<file path="src/inc/spc_pkg.sv">
// constants and carrier types of the three-channel stepper pulse controller
package spc_pkg;
  // *****************************************************************
  // geometry
  // *****************************************************************
  localparam int NCH = 3;
  localparam int NFLAG = 8;
  localparam int NOUT = 8;
  localparam int PULSE_BASE = 4; // general output index of channel 0 pulse
  // *****************************************************************
  // register map (byte addresses)
  // *****************************************************************
  localparam logic [7:0] OFF_ARG = 8'h00;
  localparam logic [7:0] OFF_CMD = 8'h04;
  localparam logic [7:0] OFF_FLAG = 8'h08;
  localparam logic [7:0] OFF_STAT = 8'h0C;
  localparam logic [7:0] OFF_GPO = 8'h10;
  localparam logic [7:0] OFF_CH0 = 8'h20;
  localparam logic [7:0] CH_STRIDE = 8'h10;
  localparam logic [3:0] SUB_RATE = 4'h0;
  localparam logic [3:0] SUB_RAMP = 4'h4;
  localparam logic [3:0] SUB_POS = 4'h8;
  localparam logic [3:0] SUB_CNT = 4'hC;
  localparam int STAT_BUSY = 0;
  localparam int STAT_MODE = 4;
  localparam int STAT_HALF = 8;
  // *****************************************************************
  // rate and timing
  // *****************************************************************
  localparam int RATE_W = 14;
  localparam logic [13:0] RATE_LO = 14'h0001;
  localparam logic [13:0] RATE_HI = 14'h2710;
  localparam int CLK_MHZ = 250;
  localparam logic [28:0] CLK_HZ = 29'h0EE6B280;
  localparam int PULSE_NS = 5000;
  localparam int PULSE_CYC = (PULSE_NS * CLK_MHZ) / 1000;
  localparam logic [10:0] PULSE_LEN = 11'(PULSE_CYC);
  localparam logic [31:0] GPO_RST = 32'h0000_0000;
  // *****************************************************************
  // types
  // *****************************************************************
  typedef enum logic [2:0] {OP_NONE, OP_REL, OP_ABS, OP_STOP, OP_HOME, OP_SOFT} spc_op_t;
  typedef struct packed {
    logic [22:0] rsvd;
    logic half;
    logic [2:0] flag;
    spc_op_t op;
    logic [1:0] sel;
  } spc_cmd_t;
  typedef struct packed {
    logic valid;
    logic [RATE_W-1:0] rate;
    logic [31:0] ramp;
  } spc_prof_t;
  typedef enum logic {ST_IDLE, ST_RUN} spc_state_t;
endpackage : spc_pkg

</file>
<file path="src/design/spc_top.sv">
// stepper pulse controller: ahb-lite registers, three trapezoidal pulse engines
// Operation
// - three channels, each own pulse and direction
// - rate accepted only within 1 to 10000
// - with nonzero ramp, start and end at eighth of maximum
// - ramp steps accelerate and decelerate equally
// - direction high while moving negative
// - relative move emits magnitude of signed count
// - half-step flag only stored and shown in status
// - completion flag set after last pulse
// - accepted move clears its completion flag
// - settings kept until rewritten, lost on reset
// - soft reset keeps rate and ramp settings
// - selector 1 to 3 picks controller channel
// - general outputs taken over as dir, pulse
// - absolute move derives count, direction from difference
// - position signed 32 bits from home
// - moves ignored while channel busy
`timescale 1ns/1ns
module spc_top
  import spc_pkg::*;
(
  // clock and reset
  input wire logic sys_clk,
  input wire logic srst,
  // ahb-lite slave
  input wire logic hsel,
  input wire logic [31:0] haddr,
  input wire logic [1:0] htrans,
  input wire logic hwrite,
  input wire logic [2:0] hsize,
  input wire logic [31:0] hwdata,
  input wire logic hready,
  output logic hreadyout,
  output logic hresp,
  output logic [31:0] hrdata,
  // driver pins
  output logic [NCH-1:0] step_pulse,
  output logic [NCH-1:0] step_dir,
  output logic [NOUT-1:0] gen_out
);
  // *****************************************************************
  // helpers
  // *****************************************************************
  // channel window of the register map
  function automatic logic chan_hit(input logic [7:0] a);
    return (a >= OFF_CH0) && (a < OFF_CH0 + 8'(NCH) * CH_STRIDE);
  endfunction : chan_hit

  function automatic logic [1:0] chan_idx(input logic [7:0] a);
    logic [7:0] d;
    d = a - OFF_CH0;
    return d[5:4];
  endfunction : chan_idx

  // starting rate, never below one pulse per second
  function automatic logic [RATE_W-1:0] base_rate(input logic [RATE_W-1:0] r);
    return ((r >> 3) == '0) ? RATE_LO : (r >> 3);
  endfunction : base_rate

  // *****************************************************************
  // bus slave
  // *****************************************************************
  logic take;
  logic wr_r;
  logic rd_r;
  logic [7:0] addr_r;
  logic [31:0] rdata_r;
  logic [31:0] arg_r;
  logic [31:0] gpo_r;
  logic [NFLAG-1:0] flag_r;
  spc_cmd_t cmd;
  logic cmd_go;
  logic [1:0] cmd_ch;
  logic [NCH-1:0] move_ok;

  assign take = hsel && htrans[1] && hready;
  assign hreadyout = !rd_r;
  assign hresp = 1'b0;
  assign hrdata = rdata_r;
  assign cmd = spc_cmd_t'(hwdata);
  assign cmd_go = wr_r && (addr_r == OFF_CMD) && (cmd.sel != 2'd0);
  assign cmd_ch = cmd.sel - 2'd1;

  // reads take one wait state so a write just before is already visible
  always_ff @(posedge sys_clk) begin
    if (srst) begin
      wr_r <= 1'b0;
      rd_r <= 1'b0;
      addr_r <= 8'h00;
    end else begin
      wr_r <= take && hwrite;
      rd_r <= take && !hwrite;
      if (take) begin
        addr_r <= haddr[7:0];
      end
    end
  end

  // plain software registers
  always_ff @(posedge sys_clk) begin
    if (srst) begin
      arg_r <= 32'h0000_0000;
      gpo_r <= GPO_RST;
    end else if (wr_r) begin
      if (addr_r == OFF_ARG) begin
        arg_r <= hwdata;
      end
      if (addr_r == OFF_GPO) begin
        gpo_r <= hwdata;
      end
    end
  end

  // *****************************************************************
  // rate profiles
  // *****************************************************************
  spc_prof_t prof_r [NCH];

  // only a power-on reset wipes these; the soft reset command leaves them
  always_ff @(posedge sys_clk) begin
    for (int c = 0; c < NCH; c++) begin
      if (srst) begin
        prof_r[c] <= '0;
      end else if (wr_r && chan_hit(addr_r) && chan_idx(addr_r) == 2'(c)) begin
        if (addr_r[3:0] == SUB_RATE && hwdata >= 32'(RATE_LO)
            && hwdata <= 32'(RATE_HI)) begin
          prof_r[c].rate <= hwdata[RATE_W-1:0];
          prof_r[c].valid <= 1'b1;
        end
        if (addr_r[3:0] == SUB_RAMP) begin
          prof_r[c].ramp <= hwdata;
        end
      end
    end
  end

  // *****************************************************************
  // pulse engines
  // *****************************************************************
  spc_state_t st_r [NCH];
  logic [31:0] rem_r [NCH];
  logic [31:0] pos_r [NCH];
  logic [31:0] emit_r [NCH];
  logic [31:0] up_r [NCH];
  logic signed [33:0] err_r [NCH];
  logic [RATE_W-1:0] rate_r [NCH];
  logic [28:0] ph_r [NCH];
  logic [10:0] pw_r [NCH];
  logic [2:0] fidx_r [NCH];
  logic [NCH-1:0] pulse_r;
  logic [NCH-1:0] dir_r;
  logic [NCH-1:0] mode_r;
  logic [NCH-1:0] half_r;
  logic [NCH-1:0] abort_r;
  logic [NCH-1:0] done_r;
  logic soft_go;

  assign soft_go = wr_r && (addr_r == OFF_CMD) && (cmd.op == OP_SOFT);

  // a move is taken only on an idle, loaded channel
  always_comb begin
    for (int c = 0; c < NCH; c++) begin
      move_ok[c] = cmd_go && cmd_ch == 2'(c) && (cmd.op == OP_REL || cmd.op == OP_ABS)
                   && st_r[c] == ST_IDLE
                   && prof_r[c].valid;
    end
  end

  always_ff @(posedge sys_clk) begin
    for (int c = 0; c < NCH; c++) begin
      logic signed [32:0] dlt;
      logic [28:0] ph_n;
      logic [RATE_W-1:0] diff;
      dlt = (cmd.op == OP_ABS) ? $signed({arg_r[31], arg_r}) - $signed({pos_r[c][31], pos_r[c]})
                               : $signed({arg_r[31], arg_r});
      ph_n = ph_r[c] + 29'(rate_r[c]);
      diff = prof_r[c].rate - base_rate(prof_r[c].rate);
      if (srst) begin
        st_r[c] <= ST_IDLE;
        rem_r[c] <= 32'h0000_0000;
        pos_r[c] <= 32'h0000_0000;
        emit_r[c] <= 32'h0000_0000;
        up_r[c] <= 32'h0000_0000;
        err_r[c] <= '0;
        rate_r[c] <= RATE_LO;
        ph_r[c] <= 29'h0000_0000;
        pw_r[c] <= 11'h000;
        fidx_r[c] <= 3'h0;
        pulse_r[c] <= 1'b0;
        dir_r[c] <= 1'b0;
        mode_r[c] <= 1'b0;
        half_r[c] <= 1'b0;
        abort_r[c] <= 1'b0;
        done_r[c] <= 1'b0;
      end else if (soft_go) begin
        // motion stops at once; settings and position survive
        st_r[c] <= ST_IDLE;
        rem_r[c] <= 32'h0000_0000;
        pw_r[c] <= 11'h000;
        pulse_r[c] <= 1'b0;
        mode_r[c] <= 1'b0;
        done_r[c] <= 1'b0;
      end else begin
        done_r[c] <= 1'b0;
        if (move_ok[c]) begin
          st_r[c] <= ST_RUN;
          dir_r[c] <= dlt[32];
          rem_r[c] <= dlt[32] ? 32'(-dlt) : dlt[31:0];
          emit_r[c] <= 32'h0000_0000;
          up_r[c] <= 32'h0000_0000;
          err_r[c] <= '0;
          rate_r[c] <= (prof_r[c].ramp == '0) ? prof_r[c].rate
                                              : base_rate(prof_r[c].rate);
          ph_r[c] <= 29'h0000_0000;
          fidx_r[c] <= cmd.flag;
          mode_r[c] <= 1'b1;
          half_r[c] <= cmd.half;
          abort_r[c] <= 1'b0;
        end else if (st_r[c] == ST_IDLE) begin
          if (cmd_go && cmd_ch == 2'(c) && cmd.op == OP_HOME) begin
            pos_r[c] <= 32'h0000_0000;
          end
        end else begin
          if (cmd_go && cmd_ch == 2'(c) && cmd.op == OP_STOP) begin
            rem_r[c] <= 32'h0000_0000;
            abort_r[c] <= 1'b1;
          end
          // pulse width timer
          if (pw_r[c] != 11'h000) begin
            pw_r[c] <= pw_r[c] - 11'h001;
            if (pw_r[c] == 11'h001) begin
              pulse_r[c] <= 1'b0;
            end
          end
          if (rem_r[c] != '0 && !(cmd_go && cmd_ch == 2'(c) && cmd.op == OP_STOP)) begin
            if (ph_n >= CLK_HZ) begin
              // one step: pulse, count, position, then profile
              ph_r[c] <= ph_n - CLK_HZ;
              pulse_r[c] <= 1'b1;
              pw_r[c] <= PULSE_LEN;
              rem_r[c] <= rem_r[c] - 32'h1;
              emit_r[c] <= emit_r[c] + 32'h1;
              pos_r[c] <= dir_r[c] ? pos_r[c] - 32'h1 : pos_r[c] + 32'h1;
              if (rem_r[c] - 32'h1 <= up_r[c] && up_r[c] != '0) begin
                up_r[c] <= up_r[c] - 32'h1;
                err_r[c] <= err_r[c] - 34'(diff);
              end else if (up_r[c] < prof_r[c].ramp) begin
                up_r[c] <= up_r[c] + 32'h1;
                err_r[c] <= err_r[c] + 34'(diff);
              end
            end else begin
              ph_r[c] <= ph_n;
              // step the rate up or down toward the ramp line one unit a cycle
              if (prof_r[c].ramp != '0 && err_r[c] >= $signed({2'b00, prof_r[c].ramp})) begin
                rate_r[c] <= rate_r[c] + 14'h0001;
                err_r[c] <= err_r[c] - $signed({2'b00, prof_r[c].ramp});
              end else if (err_r[c] < 0) begin
                rate_r[c] <= rate_r[c] - 14'h0001;
                err_r[c] <= err_r[c] + $signed({2'b00, prof_r[c].ramp});
              end
            end
          end else if (pw_r[c] == 11'h000) begin
            // finish only once the last pulse is low again
            st_r[c] <= ST_IDLE;
            // a stop landing on this very cycle must not raise the flag either
            done_r[c] <= !abort_r[c]
                         && !(cmd_go && cmd_ch == 2'(c) && cmd.op == OP_STOP);
          end
        end
      end
    end
  end

  // *****************************************************************
  // completion flags
  // *****************************************************************
  // completion beats both clears arriving in the same cycle
  always_ff @(posedge sys_clk) begin
    for (int f = 0; f < NFLAG; f++) begin
      logic set;
      logic clr;
      set = 1'b0;
      clr = wr_r && addr_r == OFF_FLAG && hwdata[f];
      for (int c = 0; c < NCH; c++) begin
        if (done_r[c] && fidx_r[c] == 3'(f)) begin
          set = 1'b1;
        end
        if (move_ok[c] && cmd.flag == 3'(f)) begin
          clr = 1'b1;
        end
      end
      if (srst) begin
        flag_r[f] <= 1'b0;
      end else if (set) begin
        flag_r[f] <= 1'b1;
      end else if (clr) begin
        flag_r[f] <= 1'b0;
      end
    end
  end

  // *****************************************************************
  // output pins
  // *****************************************************************
  assign step_pulse = pulse_r;
  assign step_dir = dir_r;

  // controller channels take over their general outputs
  always_ff @(posedge sys_clk) begin
    if (srst) begin
      gen_out <= NOUT'(GPO_RST);
    end else begin
      for (int o = 0; o < NOUT; o++) begin
        gen_out[o] <= gpo_r[o];
      end
      for (int c = 0; c < NCH; c++) begin
        if (mode_r[c]) begin
          gen_out[c] <= dir_r[c];
          gen_out[PULSE_BASE + c] <= pulse_r[c];
        end
      end
    end
  end

  // *****************************************************************
  // read data
  // *****************************************************************
  // unmapped addresses read zero
  always_ff @(posedge sys_clk) begin
    logic [1:0] ci;
    ci = chan_idx(addr_r);
    if (srst) begin
      rdata_r <= 32'h0000_0000;
    end else if (rd_r) begin
      rdata_r <= 32'h0000_0000;
      if (addr_r == OFF_ARG) begin
        rdata_r <= arg_r;
      end else if (addr_r == OFF_FLAG) begin
        rdata_r <= 32'(flag_r);
      end else if (addr_r == OFF_STAT) begin
        for (int c = 0; c < NCH; c++) begin
          rdata_r[STAT_BUSY + c] <= st_r[c] == ST_RUN;
          rdata_r[STAT_MODE + c] <= mode_r[c];
          rdata_r[STAT_HALF + c] <= half_r[c];
        end
      end else if (addr_r == OFF_GPO) begin
        rdata_r <= gpo_r;
      end else if (chan_hit(addr_r)) begin
        unique case (addr_r[3:0])
          SUB_RATE: rdata_r <= 32'(prof_r[ci].rate);
          SUB_RAMP: rdata_r <= prof_r[ci].ramp;
          SUB_POS: rdata_r <= pos_r[ci];
          SUB_CNT: rdata_r <= emit_r[ci];
          default: rdata_r <= 32'h0000_0000;
        endcase
      end
    end
  end
endmodule : spc_top

</file>
<file path="config.mk">
export PLATFORM = sky130hd
export DESIGN_NAME = spc_top
export DESIGN_NICKNAME = d
export VERILOG_FILES = /design/src/inc/spc_pkg.sv /design/src/design/spc_top.sv
export SDC_FILE = /design/constraint.sdc
export NUM_CORES = 2
export LEC_CHECK = 0
export BUFFER_PORTS_ARGS = -buffer_cell sky130_fd_sc_hd__buf_2
export CORE_ASPECT_RATIO = 1.2
export CORE_UTILIZATION = 40
export DETAILED_ROUTE_END_ITERATION = 8
export PLACE_DENSITY = 0.6
export SYNTH_ARGS = -nofsm -noshare
export SYNTH_HDL_FRONTEND = slang
export SYNTH_SLANG_ARGS = --single-unit
</file>
<file path="constraint.sdc">
create_clock -name sys_clk -period 11.66 [get_ports sys_clk]
set_input_delay 1.166 -clock sys_clk [delete_from_list [all_inputs] [get_ports sys_clk]]
set_output_delay 1.166 -clock sys_clk [all_outputs]
set_load 0.005 [all_outputs]
</file>
==> metrics.txt <==
setup bufs post-CTS 0; initial DRC count 9200; Post-DRT Antenna Nets 0; CP Launch Type flop; synth unique cells 108; Mean Syn Cell Area 8.28 um^2; antenna violations before repair 38; Worst Tran Pin Value 1270 ps; leak pwr approximately 37 nW; I/O Buffers 92; Seq/Total Area, Yosys 30.4%; register bit total from synthesis between 900 and 1000; fin util 43.6%; period utilization 64.4%; CP arrival 7950 ps; # resized after CTS 0; largest net degree at the start of global routing 181; area of the die 222000 um^2; Area Growth Syn to Fin 8.11%; clock skew 52.5 ps; clock sink count 941; final hold vios 0; CTS clk-pin slew, worst paths about 60 ps; fin crit period 7510 ps; Post-Synthesis Cell Area 88200 um^2; Worst Path Required 12110 ps; detailed placement HPWL about 260000 um; core area 219000 um^2; CTS Root Cell clkbuf_16; Synthesized Nets 11500; DRT Wirelength 342000 um; max_slew headroom around 15%; clock buffer depth 3; average wire per cell in the routed design roughly 25 um; Detailed Routing Iterations Pass 1 6; CP Capture Type flop; vias in the first global route ~80000; CP max-delay cell buf_4; max frequency 133 MHz; Post-Syn Instances 10600; critical path's most frequent cell or3_1; number of nets in the layout roughly 11000; RSZ-0062 raised after global routing false; Die Ht 516 um; Slew Viols, Final 0; Initial Util between 40 and 50%; CP max FO 62; max incr delay on CP about 620 ps; DP Cell Count ~13000; FFs w/ async S/R, synth 0%; layout cells sized above 1 5.72%; total CTS buffers 114; CTS Hold Bufs 0; setup_tns 0 ps; pwr dens 134 nW/um^2; DRC violation count after routing 0; Total Routing Usage GR between 20% and 30%; Worst VDD drop ~0.00012 V; global-route wire length before repair 504000 um; WS Path Type reg -> reg; Post-synth EDFFs 800; Power Total 0.0128 W; Vias per Instance 6.31; total gr overflow 0; outcome complete, no violations; I/O pin total 122; max-cap viol count 0; clk_lat worst skew 820 ps; vias 85000; # setup viols final 0; Final GP Congestion slightly below 1; YS warnings 0; Hold/Removal Path Class reg -> reg; final non-filler cell total ~13000; CP cell instances nor2_1 > nand3_1 > nor4_1 > nand2_1 > or3_1 > or3_1 > or3_1 > nor3_1 > xor2_1 > ha_1 > nand2_1 > nor2_1 > nand4_1 > or3_1 > or3_1 > or4_1 > nand2_1 > and3_2 > buf_4 > nor2_1 > nand2_1 > buf_4; Die Width 431 um; CTS tree done; ys flop type edfxtp_1; Row Count ~190; H-tree levels 3
layout make-up:
| cell class | instances | area [um^2] |
|---|---|---|
| diodes | 37 | 92.6 |
| clock buffers | 149 | 3110 |
| clock inverters | 66 | 758 |
| fillers | 21700 | 123000 |
| inverters | 640 | 2400 |
| multi-input cells | 8538 | 57000 |
| flip-flops and latches | 941 | 26900 |
| well taps | 2850 | 3570 |
| repair buffers | 232 | 1540 |
worst paths after layout:
check | startpoint | end | depth (start not counted) | slack (ps)
worst max-delay path | rem_r[1][2] | up_r[1][27] | 22 | 4150
worst min-delay path | abort_r[1] | done_r[1] | 1 | 430
worst max register to register | rem_r[1][2] | up_r[1][27] | 22 | 4150
worst min register to register | abort_r[1] | done_r[1] | 1 | 430
cell usage after synthesis (80+ instances only):
library cell	count	area share [%]
a211oi_1	109	0.93
a21o_1	192	1.6
a21oi_1	750	4.3
a221oi_1	148	1.5
a31oi_1	91	0.65
and2_1	193	1.4
and3_1	182	1.3
clkbuf_1	393	1.7
dfxtp_1	141	3.2
edfxtp_1	800	27
ha_1	763	11
inv_1	639	2.7
mux2i_1	103	1.2
nand2_1	890	3.8
nand2b_1	107	0.76
nand3_1	302	1.7
nand4_1	129	0.92
nor2_1	1083	4.6
nor2b_1	80	0.57
nor3_1	326	1.9
nor4_1	146	1.0
o211ai_1	128	1.1
o21ai_0	601	3.4
o21bai_1	109	0.93
o22ai_1	177	1.3
or3_1	95	0.67
xnor2_1	369	3.7
xor2_1	289	2.9
critical path: cells and delay by family, from the launching register on:
kind | cells | cell delay, ps
XOR/XNOR | 1 | 290
adder cells (fa/ha/maj) | 1 | 200
buffers and inverters | 2 | 1030
flip-flops | 1 | 430
AND/OR/NAND/NOR | 18 | 5120
state kept, by name, indices dropped and copies added, names as in the netlist, 8 cells and up:
| signal | count |
|---|---|
| gen_out | 8 |
| fidx_r | 9 |
| rate_r | 42 |
| arg_r | 32 |
| addr_r | 8 |
| pos_r | 96 |
| rem_r | 96 |
| prof_r | 141 |
| err_r | 102 |
| gpo_r | 32 |
| emit_r | 96 |
| hrdata | 32 |
| up_r | 96 |
| flag_r | 8 |
| pw_r | 33 |
| ph_r | 87 |
report_power, final:
group | internal [W] | switching, W | total (W)
clock | 0.00213 | 0.00166 | 0.00379
combinational | 0.00171 | 0.00283 | 0.00454
sequential | 0.00400 | 0.000485 | 0.00449
total | 0.00784 | 0.00498 | 0.0128
layout by cell type (no fill, tap or decap), types with 49 or more instances in the layout:
cell,count
nand4_1,129
buf_2,91
a221oi_1,148
o31ai_1,63
nor3_1,322
a211oi_1,109
o211ai_1,128
nand3_1,297
a221o_1,66
and3_1,180
a31oi_1,91
and2_1,191
or4_1,50
ha_1,763
inv_1,639
o221ai_1,71
a21oi_1,750
xor2_1,289
nor4_1,144
o22ai_1,177
or3_1,95
or2_2,49
dfxtp_1,138
a22oi_1,67
nor2_1,1076
nand2b_1,106
a21o_1,192
nand2_1,885
mux2i_1,103
o221a_2,51
o21bai_1,107
buf_4,138
nor2b_1,80
clkbuf_16,115
edfxtp_1,800
o21ai_0,601
xnor2_1,369
o21a_1,76
stage by stage:
step                      setup WS (ps)  hold WS, ps  area [um^2]
after floorplan                    4970          401        88200
after global placement             4320          417        91400
after detailed placement           4300          422        91400
after CTS                          4250          426        95200
after global routing               3710          435        95300
final                              4150          434        95300
cell families after synthesis:
kind of cell	count (synthesis)	share of synthesized area (%)
other	1	0.00425
xor gates and xnor gates	658	6.54
buffers and inverters	1164	5.09
adders and majority gates	787	11.4
muxes	106	1.21
DFF	941	30.4
AOI/OAI and AO/OA	3194	24.5
and+or+nand+nor	3792	20.9
metal layers:
layer	vias up	part of all wire (%)	track usage (%)
li1	39400	-	-
met1	41000	40	37.0
met2	3670	45	46.8
met3	829	7.7	4.28
met4	0	7.6	20.5
met5	-	0	0
Power figures use the tool's default switching activity.
